`src/shared/copy_seq_consts.svh`:
```
// timing counts, register offsets, field positions and reset values of the copy sequencer
`ifndef COPY_SEQ_CONSTS_SVH
`define COPY_SEQ_CONSTS_SVH

// ============================================================
// clock and common timebase
`define CLK_PERIOD_NS   50
`define TICK_NS         10000
`define TICK_CYC        (`TICK_NS / `CLK_PERIOD_NS)

// ============================================================
// intervals, each as printed, then its count
`define STROBE_NS       2000
`define STROBE_CYC      ((`STROBE_NS + `CLK_PERIOD_NS - 1) / `CLK_PERIOD_NS)
`define STAGE_US        9090
`define STAGE_TK        ((`STAGE_US * 1000) / `TICK_NS)
`define PUNCH_GATE_US   4000
`define PUNCH_GATE_TK   ((`PUNCH_GATE_US * 1000) / `TICK_NS)
`define FINAL_STAGE     4'h9
`define FINAL_LEN       4'h2

// ============================================================
// register offsets
`define ADDR_CTRL       4'h0
`define ADDR_STATUS     4'h4
`define ADDR_OUTREG     4'h8

// ============================================================
// control register field positions
`define CTRL_CONT_BIT   0
`define CTRL_STEP_BIT   1
`define CTRL_RPP_BIT    2
`define CTRL_GCLR_BIT   3

// ============================================================
// reset values
`define RST_SHIFTER_IDLE 1'b1
`define RST_OUTREG       8'h00

`endif

```
`src/shared/copy_seq_pkg.sv`:
```
// types shared by the copy sequencer modules
package copy_seq_pkg;

  // synchronised pin levels
  typedef struct packed {
    logic punch_rdy;
    logic print_rdy;
    logic flywheel;
    logic eot;
    logic kb_busy;
  } pins_t;

  // status word, bit 0 is continuous
  typedef struct packed {
    logic [3:0] stage;
    logic       ser_busy;
    logic       shifter_idle;
    logic       punch_gate;
    logic       punch_cycle;
    logic       printer;
    logic       single_frame;
    logic       continuous;
  } status_t;

  // punch cycle latch states
  typedef enum logic [2:0] {
    P_IDLE  = 3'b001,
    P_ARMED = 3'b010,
    P_GATED = 3'b100
  } punch_st_t;

endpackage : copy_seq_pkg

```
`src/core/serializer_chain.sv`:
```
// serializer delay chain: stages of one stage time each, final stage two long
`timescale 1ns/1ns
`include "copy_seq_consts.svh"
module serializer_chain #(
  parameter logic [9:0] STAGE_TK = 10'(`STAGE_TK)
)(
  input  wire logic       ref_clk,
  input  wire logic       rst,
  input  wire logic       tick,
  input  wire logic       launch,
  output logic            busy_q,
  output logic [3:0]      stage_q,
  output logic            final_gate_q,
  output logic            final_start_q
);

  logic [9:0] sub_q, sub_d;
  logic [3:0] stage_d;
  logic       busy_d, final_gate_d, final_start_d;

  // next state: a launch is only taken while the chain is idle
  always_comb begin
    busy_d        = busy_q;
    stage_d       = stage_q;
    sub_d         = sub_q;
    final_gate_d  = final_gate_q;
    final_start_d = 1'b0;
    if (launch && !busy_q) begin                       // [RULE_08]
      busy_d  = 1'b1;
      stage_d = 4'h0;
      sub_d   = 10'h000;
    end else if (busy_q && tick) begin
      if (sub_q == STAGE_TK - 10'h001) begin
        sub_d   = 10'h000;
        stage_d = stage_q + 4'h1;                      // [RULE_08]
        if (stage_q + 4'h1 == `FINAL_STAGE) begin
          final_start_d = 1'b1;                        // [RULE_09]
          final_gate_d  = 1'b1;
        end
        if (stage_q + 4'h1 == `FINAL_STAGE + `FINAL_LEN) begin
          busy_d       = 1'b0;                         // [RULE_09]
          final_gate_d = 1'b0;
          stage_d      = 4'h0;
        end
      end else begin
        sub_d = sub_q + 10'h001;
      end
    end
  end

  // registers only
  always_ff @(posedge ref_clk) begin
    if (rst) begin
      busy_q        <= 1'b0;
      stage_q       <= 4'h0;
      sub_q         <= 10'h000;
      final_gate_q  <= 1'b0;
      final_start_q <= 1'b0;
    end else begin
      busy_q        <= busy_d;
      stage_q       <= stage_d;
      sub_q         <= sub_d;
      final_gate_q  <= final_gate_d;
      final_start_q <= final_start_d;
    end
  end

endmodule : serializer_chain

```
`src/core/offline_copy_sequencer.sv`:
```
// off-line tape copy sequencer: reader frame to punch and printer serializer
//
// Function
// RULE_01: transfer strobe sets printer latch when printer is spun up.
// RULE_02: printer latch set holds the output register against clearing.
// RULE_03: printer latch set launches serializer unless keyboard busy, if shifter idle.
// RULE_04: armed punch cycle plus flywheel pulse starts a 4 ms data gate.
// RULE_05: during data gate each punch line follows its output register bit.
// RULE_06: sprocket hole drive is active for the whole data gate.
// RULE_07: after the gate began, flywheel pulse end clears the punch cycle latch.
// RULE_08: launch starts a chain of 9.09 ms stages.
// RULE_09: final 18.18 ms stage at 81.81 ms sets shifter idle, clears printer latch.
// RULE_10: serializer launches only while shifter idle is set.
// RULE_11: output register clears when printer, punch cycle and gate are all idle.
// RULE_12: clear condition with both machines spun up raises simulated input ack.
// RULE_13: simulated input ack gives one 2 us single-frame clear pulse.
// RULE_14: final serializer gate inhibits setting the single-frame latch; only the continuous path is gated, a step write still sets it.
// RULE_15: at gate end single-frame latch sets again if continuous copy is set.
// RULE_16: end of tape, clear controls, single-frame select or global clear stop reading.
// RULE_17: single-frame mode keeps continuous clear; each step moves exactly one frame.
// RULE_18: transfer strobe copies input register bits into output register.
// RULE_19: transfer strobe arms the punch cycle only when punch is spun up.
// RULE_20: intervals come from one common timebase and are parameters; the 2 us pulses are fixed STROBE_CYC clock counts.
`timescale 1ns/1ns
`include "copy_seq_consts.svh"
module offline_copy_sequencer import copy_seq_pkg::*; #(
  parameter logic [7:0] TICK_CYC = 8'(`TICK_CYC),
  parameter logic [9:0] STAGE_TK = 10'(`STAGE_TK),
  parameter logic [8:0] PUNCH_TK = 9'(`PUNCH_GATE_TK)
)(
  input  wire logic        ref_clk,
  input  wire logic        rst,
  input  wire logic [3:0]  addr,
  input  wire logic [31:0] wr_data,
  input  wire logic        wr_en,
  input  wire logic        rd_en,
  output logic [31:0]      rd_data,
  input  wire logic        punch_spun_up,
  input  wire logic        printer_spun_up,
  input  wire logic        punch_flywheel,
  input  wire logic        end_of_tape,
  input  wire logic        keyboard_busy,
  input  wire logic [7:0]  input_register_bits,
  output logic [7:0]       output_register_bits,
  output logic [7:0]       punch_bit_lines,
  output logic             sprocket_hole_drive,
  output logic             serializer_launch,
  output logic             printer_output_active,
  output logic             punch_cycle_active,
  output logic             shifter_idle_flag,
  output logic             reader_frame_request,
  output logic             simulated_input_ack,
  output logic             single_frame_clear_pulse,
  output logic [3:0]       serializer_stage
);

  // ==========================================================
  // pin synchronisers
  logic [4:0] sync1_q, sync2_q;
  pins_t      pin;

  // two flops before any logic sees a pin level
  always_ff @(posedge ref_clk) begin
    if (rst) begin
      sync1_q <= 5'h00;
      sync2_q <= 5'h00;
    end else begin
      sync1_q <= {punch_spun_up, printer_spun_up, punch_flywheel, end_of_tape, keyboard_busy};
      sync2_q <= sync1_q;
    end
  end
  assign pin = pins_t'(sync2_q);

  // ==========================================================
  // state declarations
  logic [7:0]  tick_cnt_q, tick_cnt_d;
  logic        tick_q, tick_d;
  logic        continuous_q, continuous_d;
  logic        single_frame_d, sf_prev_q;
  logic [5:0]  strobe_cnt_q, strobe_cnt_d;
  logic [5:0]  clr_cnt_q, clr_cnt_d;
  logic        clr_pulse_d;
  logic        printer_d, shifter_idle_d, launch_d;
  punch_st_t   punch_q, punch_d;
  logic        gate_q, gate_d;
  logic [8:0]  gate_cnt_q, gate_cnt_d;
  logic        fly_prev_q;
  logic [7:0]  out_reg_d, punch_bits_d;
  logic        sprocket_d;
  logic        ack_cond, ack_prev_q, sim_ack_d;
  logic [31:0] rd_data_d;
  logic        ctrl_wr, step, stop, xfer_start, clr_cond, fly_rise, fly_fall;
  logic        ser_busy, ser_final_gate, ser_final_start;
  status_t     status;

  // serializer delay chain, fed by the launch flop
  serializer_chain #(
    .STAGE_TK (STAGE_TK)
  ) u_chain (
    .ref_clk       (ref_clk),
    .rst           (rst),
    .tick          (tick_q),
    .launch        (serializer_launch),
    .busy_q        (ser_busy),
    .stage_q       (serializer_stage),
    .final_gate_q  (ser_final_gate),
    .final_start_q (ser_final_start)
  );

  // ==========================================================
  // decoded events from current state
  always_comb begin
    ctrl_wr    = wr_en && (addr == `ADDR_CTRL);
    step       = ctrl_wr && wr_data[`CTRL_STEP_BIT];
    // clear controls and tape end drop the frame request; single-frame
    // select only clears continuous, so a step write can still set it
    stop       = pin.eot                                              // [RULE_16]
               || (ctrl_wr && (wr_data[`CTRL_RPP_BIT] || wr_data[`CTRL_GCLR_BIT]));
    xfer_start = reader_frame_request && !sf_prev_q;                  // simulated output ack
    clr_cond   = !printer_output_active && (punch_q == P_IDLE) && !gate_q; // [RULE_11]
    ack_cond   = clr_cond && pin.punch_rdy && pin.print_rdy;          // [RULE_12]
    fly_rise   = pin.flywheel && !fly_prev_q;
    fly_fall   = !pin.flywheel && fly_prev_q;
  end

  // ==========================================================
  // next values of all sequencing state
  always_comb begin
    // common timebase: one tick every TICK_CYC clocks
    tick_d     = (tick_cnt_q == TICK_CYC - 8'h01);                   // [RULE_20]
    tick_cnt_d = tick_d ? 8'h00 : tick_cnt_q + 8'h01;

    // continuous copy latch; a write with the bit clear selects single-frame
    continuous_d = continuous_q;
    if (stop || (ctrl_wr && !wr_data[`CTRL_CONT_BIT])) begin
      continuous_d = 1'b0;                                            // [RULE_16] [RULE_17]
    end else if (ctrl_wr && wr_data[`CTRL_CONT_BIT]) begin
      continuous_d = 1'b1;
    end

    // single-frame latch: clear pulse and stops win over the set paths
    single_frame_d = reader_frame_request;
    if (stop || single_frame_clear_pulse) begin
      single_frame_d = 1'b0;                                          // [RULE_13]
    end else if (step) begin
      single_frame_d = 1'b1;                                          // [RULE_17]
    end else if (continuous_q && !ser_busy && !ser_final_gate) begin  // [RULE_14]
      single_frame_d = 1'b1;                                          // [RULE_15]
    end

    // 2 us output transfer strobe, counted down from its start
    strobe_cnt_d = (strobe_cnt_q != 6'h00) ? strobe_cnt_q - 6'h01 : 6'h00;
    if (xfer_start) begin
      strobe_cnt_d = 6'(`STROBE_CYC);
    end

    // simulated input ack on the rising edge of its condition
    sim_ack_d = ack_cond && !ack_prev_q;                              // [RULE_12]
    clr_cnt_d = (clr_cnt_q != 6'h00) ? clr_cnt_q - 6'h01 : 6'h00;
    if (sim_ack_d) begin
      clr_cnt_d = 6'(`STROBE_CYC);                                    // [RULE_13]
    end
    clr_pulse_d = (clr_cnt_d != 6'h00);

    // printer latch, shifter idle and launch
    printer_d      = printer_output_active;
    shifter_idle_d = shifter_idle_flag;
    launch_d       = 1'b0;
    if (ser_final_start) begin
      shifter_idle_d = 1'b1;                                          // [RULE_09]
      printer_d      = 1'b0;                                          // [RULE_09]
    end
    if (xfer_start && pin.print_rdy) begin
      printer_d = 1'b1;                                               // [RULE_01]
      // keyboard use blocks the launch; the latch then waits for a clear
      if (!pin.kb_busy && shifter_idle_flag) begin                    // [RULE_10]
        launch_d       = 1'b1;                                        // [RULE_03]
        shifter_idle_d = 1'b0;
      end
    end

    // punch cycle latch and data gate
    punch_d    = punch_q;
    gate_d     = gate_q;
    gate_cnt_d = gate_cnt_q;
    if (gate_q && tick_q) begin
      gate_cnt_d = gate_cnt_q - 9'h001;
      if (gate_cnt_q == 9'h001) begin
        gate_d = 1'b0;                                                // [RULE_04]
      end
    end
    unique case (punch_q)
      P_IDLE: begin
        if (xfer_start && pin.punch_rdy) begin
          punch_d = P_ARMED;                                          // [RULE_19]
        end
      end
      P_ARMED: begin
        if (fly_rise) begin
          punch_d    = P_GATED;
          gate_d     = 1'b1;                                          // [RULE_04]
          gate_cnt_d = PUNCH_TK;
        end
      end
      P_GATED: begin
        if (fly_fall) begin
          punch_d = P_IDLE;                                           // [RULE_07]
        end
      end
    endcase

    // output register: copy has priority, then the clear path
    out_reg_d = output_register_bits;
    if (xfer_start) begin
      out_reg_d = input_register_bits;                                // [RULE_18]
    end else if (clr_cond) begin
      // printer latch, punch cycle latch or punch gate keeps the frame held
      out_reg_d = `RST_OUTREG;                                        // [RULE_02] [RULE_11]
    end

    // punch lines follow the gate in the same cycle as gate_q
    punch_bits_d = gate_d ? out_reg_d : 8'h00;                        // [RULE_05]
    sprocket_d   = gate_d;                                            // [RULE_06]

    // register read port, data stands one cycle after the strobe
    status = '{stage:        serializer_stage,
               ser_busy:     ser_busy,
               shifter_idle: shifter_idle_flag,
               punch_gate:   gate_q,
               punch_cycle:  (punch_q != P_IDLE),
               printer:      printer_output_active,
               single_frame: reader_frame_request,
               continuous:   continuous_q};
    rd_data_d = 32'h0000_0000;
    if (rd_en) begin
      case (addr)
        `ADDR_CTRL:   rd_data_d = {31'h0000_0000, continuous_q};
        `ADDR_STATUS: rd_data_d = 32'(status);
        `ADDR_OUTREG: rd_data_d = {24'h00_0000, output_register_bits};
        default:      rd_data_d = 32'h0000_0000;
      endcase
    end
  end

  // ==========================================================
  // registers only
  always_ff @(posedge ref_clk) begin
    if (rst) begin
      tick_cnt_q               <= 8'h00;
      tick_q                   <= 1'b0;
      continuous_q             <= 1'b0;
      reader_frame_request     <= 1'b0;
      sf_prev_q                <= 1'b0;
      strobe_cnt_q             <= 6'h00;
      clr_cnt_q                <= 6'h00;
      single_frame_clear_pulse <= 1'b0;
      ack_prev_q               <= 1'b0;
      simulated_input_ack      <= 1'b0;
      printer_output_active    <= 1'b0;
      shifter_idle_flag        <= `RST_SHIFTER_IDLE;
      serializer_launch        <= 1'b0;
      punch_q                  <= P_IDLE;
      punch_cycle_active       <= 1'b0;
      gate_q                   <= 1'b0;
      gate_cnt_q               <= 9'h000;
      fly_prev_q               <= 1'b0;
      output_register_bits     <= `RST_OUTREG;
      punch_bit_lines          <= 8'h00;
      sprocket_hole_drive      <= 1'b0;
      rd_data                  <= 32'h0000_0000;
    end else begin
      tick_cnt_q               <= tick_cnt_d;
      tick_q                   <= tick_d;
      continuous_q             <= continuous_d;
      reader_frame_request     <= single_frame_d;
      sf_prev_q                <= reader_frame_request;
      strobe_cnt_q             <= strobe_cnt_d;
      clr_cnt_q                <= clr_cnt_d;
      single_frame_clear_pulse <= clr_pulse_d;
      ack_prev_q               <= ack_cond;
      simulated_input_ack      <= sim_ack_d;
      printer_output_active    <= printer_d;
      shifter_idle_flag        <= shifter_idle_d;
      serializer_launch        <= launch_d;
      punch_q                  <= punch_d;
      punch_cycle_active       <= (punch_d != P_IDLE);
      gate_q                   <= gate_d;
      gate_cnt_q               <= gate_cnt_d;
      fly_prev_q               <= pin.flywheel;
      output_register_bits     <= out_reg_d;
      punch_bit_lines          <= punch_bits_d;
      sprocket_hole_drive      <= sprocket_d;
      rd_data                  <= rd_data_d;
    end
  end

endmodule : offline_copy_sequencer

```
`config.mk`:
```
export PLATFORM = sky130hd
export DESIGN_NAME = offline_copy_sequencer
export DESIGN_NICKNAME = d
export VERILOG_FILES = /design/src/shared/copy_seq_pkg.sv /design/src/core/serializer_chain.sv /design/src/core/offline_copy_sequencer.sv
export VERILOG_INCLUDE_DIRS = /design/src /design/src/shared
export SDC_FILE = /design/constraint.sdc
export NUM_CORES = 1
export LEC_CHECK = 0
export BUFFER_PORTS_ARGS = -buffer_cell sky130_fd_sc_hd__clkbuf_2
export CORE_MARGIN = 8
export CORE_UTILIZATION = 54
export DETAILED_ROUTE_END_ITERATION = 10
export GPL_TIMING_DRIVEN = 0
export PLACE_DENSITY_LB_ADDON = 0.15
export REMOVE_ABC_BUFFERS = 1
export SYNTH_ARGS = -nofsm -noshare
export SYNTH_HDL_FRONTEND = slang
export SYNTH_HIERARCHICAL = 1
export SYNTH_SLANG_ARGS = --single-unit
```
`constraint.sdc`:
```
create_clock -name ref_clk -period 4.46 [get_ports ref_clk]
set_clock_uncertainty 0.1 [all_clocks]
set_input_delay 0.223 -clock ref_clk [delete_from_list [all_inputs] [get_ports ref_clk]]
set_output_delay 0.223 -clock ref_clk [all_outputs]
set_load 0.02 [all_outputs]
```
==> impl_metrics.ini <==
[outcome]
status = completed

[timing]
setup_slack_ps = 2487
slew_viol_final = 0
layout_worst_path_cycle_share_pct = 44.24
setup_tns_ps = 0
slew_headroom_pct = 37.63
rsz_0062_raised_after_global_routing = no
timing_worst_slew_pin_value_ps = 935.5
hold_viol_final = 0
count_of_endpoints_failing_setup_in_the_final_report = 0
maxClockFrequency_mhz = 506.8
final.min_clock_period_ps = 1973

[grt]
first_global_vias = 2932
number_of_antenna_violations_at_the_first_check_in_global_routing = 0
pin_count_of_the_biggest_net_entering_global_routing = 48
sum_of_overflow_across_all_layers_after_global_routing = 0
grtUsageTotal_pct = 16.16
grt_pass1_wl_mm = 13.33

[logic_synthesis]
post_synth_instance_area_sq_um = 3886
ys_ff_latch = 93
number_of_flops_mapped_to_enable_cells_by_yosys = 0
yosysMostFrequentCell = dfxtp_1
synth-xor-area-share_pct = 5.634
adder_cell_fraction_of_synth_area_pct = 3.220
cell_count_after_synthesis = 411
ys_warn_count = 6
postSynth.topFlopCell = dfxtp_1
ys_seq_area_share_pct = 47.91
synth_largest_type_area_fraction_pct = 47.91
synth_simple_gate_area_share_pct = 23.86
yosys-top-cells-count = dfxtp_1, nor2_1, nand2_1
synth-compound-area-share_pct = 11.27
synth_area_leaders = dfxtp_1, nor2_1, buf_4, ha_1, xnor2_1
synthDistinctLibCells = 63
yosysTopAreaCell = dfxtp_1
postSynth.asyncResetShare_pct = 0
synth_area_per_cell_sq_um = 9.456
synth.area.mux_share_pct = 0.8049
main_combinational_cell_family_by_area_after_synthesis = simple AND/OR/NAND/NOR gates

[power_and_ir_drop]
p_int_mw = 1.224
design_power_total_mw = 1.652
power.share.switching_pct = 25.93
p_switching_mw = 0.4283
max-vdd-ir-drop_uv = 339.2
power_frac_clock_pct = 33.0
share_seq_of_total_power_pct = 54.0
lkg_pwr_nw = 1.808
power.density_cell_area_nw_per_um2 = 371.2
power_frac_comb_pct = 13.0

[drt]
detail_route.drc_violations = 0
wl_per_cell_um = 13.63
detailroute.via_count = 3003
drtPass1Iterations = 4
drt.antenna.violating_nets = 0
detailed_route_wire_length_mm = 7.935
drt-initial-drc-count = 101
via_density_per_instance = 5.160

[floorplanning]
die_h_um = 100.8
floorplan.rows = 31
fp.dieW_um = 100.8
floorplan.initialDensity_pct = 54.75
core-area_sq_um = 7098
design.portCount = 113
dieArea_sq_um = 10170

[final_layout]
fin_cells = 582
layout-drive-gt1-share_pct = 19.88
finalNetCount = 542
antenna_cells = 0
area.growth.synth_to_final_pct = 14.52

[setup_path]
end_kind = register
cp_cell_sequence = nand4b_1, nor4_1, xnor2_1, nor2_1
r2r_cells = 4
critPathMaxStageDelay_ps = 870
setup.worst_path.start_class = register
r2r_path_end = gate_cnt_q[6]$_SDFF_PP0_
critical-path-top-delay-family = flip-flops
worst-r2r-setup-slack_ps = 2490
critPathMaxFanout = 19
rr_startpoint = gate_q$_SDFF_PP0_
worstSetupPathType = reg -> reg
slowest_stage = dfxtp_1
timing.critical_path.required_ps = 4600
cp.depth = 4
crit_arrival_ps = 2110
critical_path.n_buffers_inverters = 0

[min_path]
hold_path_class = in -> reg
worst_hold_path.endpoint = output_register_bits[4]$_SDFF_PP0_
whs_path_depth = 3
holdCritStartpoint = input_register_bits[4]

[cts]
number_of_buffers_inserted_during_clock_tree_synthesis = 9
cts_root_cell = clkbuf_8
clock_tree_from_tritoncts = yes
htree_levels = 3
clock_insertion_delay_worst_skew_ps = 350
clockBufferDepth = 2
cts.reportedPaths.clkPinSlew_ps = 90
numClockSinks = 93
ctsResizeCount = 0

[run]
cap_viol_max_count = 0

[placed_design]
gpl.final_weighted_congestion = 0.7808
dp_hpwl_mm = 5.692
port_buffer_cells = 63
dp_cells = 559
detailedPlace.worstSlack_ps = 2258
## power groups by stage
stage	Sequential, mW	Combinational (mW)	Clock [mW]
final	0.892	0.214	0.546
after global routing	0.895	0.242	0.593
after CTS	0.892	0.214	0.558
after detailed placement	0.911	0.209	0
after global placement	0.909	0.200	0
after floorplan	0.909	0.151	0
## metal layers
metal / global-route usage [%] / vias up / wire, um
met2: 27.51 / 72 / 3811
met5: 0 / - / 0
li1: - / 1505 / -
met4: 7.791 / 0 / 118
met3: 3.729 / 11 / 466
met1: 18.59 / 1415 / 3538
## through the flow
stage          area (sq um)  hold slack [ps]  util (%)
6_report               4451            12.04     62.70
3_5_place_dp           4180            309.8     58.89
5_1_grt                4451            3.790     62.70
2_1_floorplan          3741            192.1         -
4_1_cts                4451            1.822     62.70
3_3_place_gp           4180            294.5     58.89
## final cells by class
| type | instances | area (sq um) |
|---|---|---|
| clock buffers | 11 | 141.4 |
| clock inverters | 4 | 48.80 |
| fillers | 635 | 2648 |
| inverters | 16 | 60.06 |
| multi-input cells | 288 | 1819 |
| flip-flops and latches | 93 | 1862 |
| well taps | 99 | 123.9 |
| repair buffers | 71 | 395.4 |
## worst reg2reg max path, delay by kind of cell (launching register included)
kind	cells	cell delay, ps
and+or+nand+nor	3	750
xor gates and xnor gates	1	160
DFF	1	870
## cell families (layout without fill, tap and decap cells)
logic type                 after synthesis  in the layout
and+or+nand+nor                        169            169
DFF                                     93             93
AOI/OAI and AO/OA                       60             60
buffers and inverters                   50            102
xor gates and xnor gates                25             25
adders and majority gates               10             10
muxes                                    3              3
other                                    1             21
## flip-flops by register name (all words and copies together), names as in the netlist, 3 cells and up
signal and flops:
rd_data 11, u_chain/sub_q 10, gate_cnt_q 9, output_register_bits 8, punch_bit_lines 8, tick_cnt_q 8
clr_cnt_q 6, pin 5, sync1_q 5, u_chain/stage_q 4, punch_q 3
## worst max-delay path by stage
stage                                        from                              end  slack (ps)
finish                          gate_q$_SDFF_PP0_         gate_cnt_q[6]$_SDFF_PP0_        2490
global route                    gate_q$_SDFF_PP0_         gate_cnt_q[6]$_SDFF_PP0_        2280
CTS                 u_chain/sub_q[0]$_SDFFE_PP0P_    u_chain/sub_q[3]$_SDFFE_PP0P_        2500
detailed placement                            rst  u_chain/stage_q[0]$_SDFFE_PP0P_        2260
global placement                              rst  u_chain/stage_q[0]$_SDFFE_PP0P_        2290
floorplan           u_chain/sub_q[0]$_SDFFE_PP0P_  u_chain/stage_q[3]$_SDFFE_PP0P_        2670
## layout by cell type, fill, tap and decap left out, types with 11 or more instances in the layout
cell type	synthesis	final
dfxtp_1	93	93
and2_1	11	11
inv_1	15	15
a21oi_1	21	21
xor2_1	12	12
clkbuf_2	0	63
nand2_1	25	25
conb_1	1	21
nor2_1	52	52
nor2b_1	16	16
nand3_1	14	14
xnor2_1	13	13
## what timing repair did
action | in CTS | in global routing
hold buffers | 8 | 0
buffers inserted | 0 | 0
hold endpoints to repair | 8 | 0
Power figures use the tool's default switching activity.
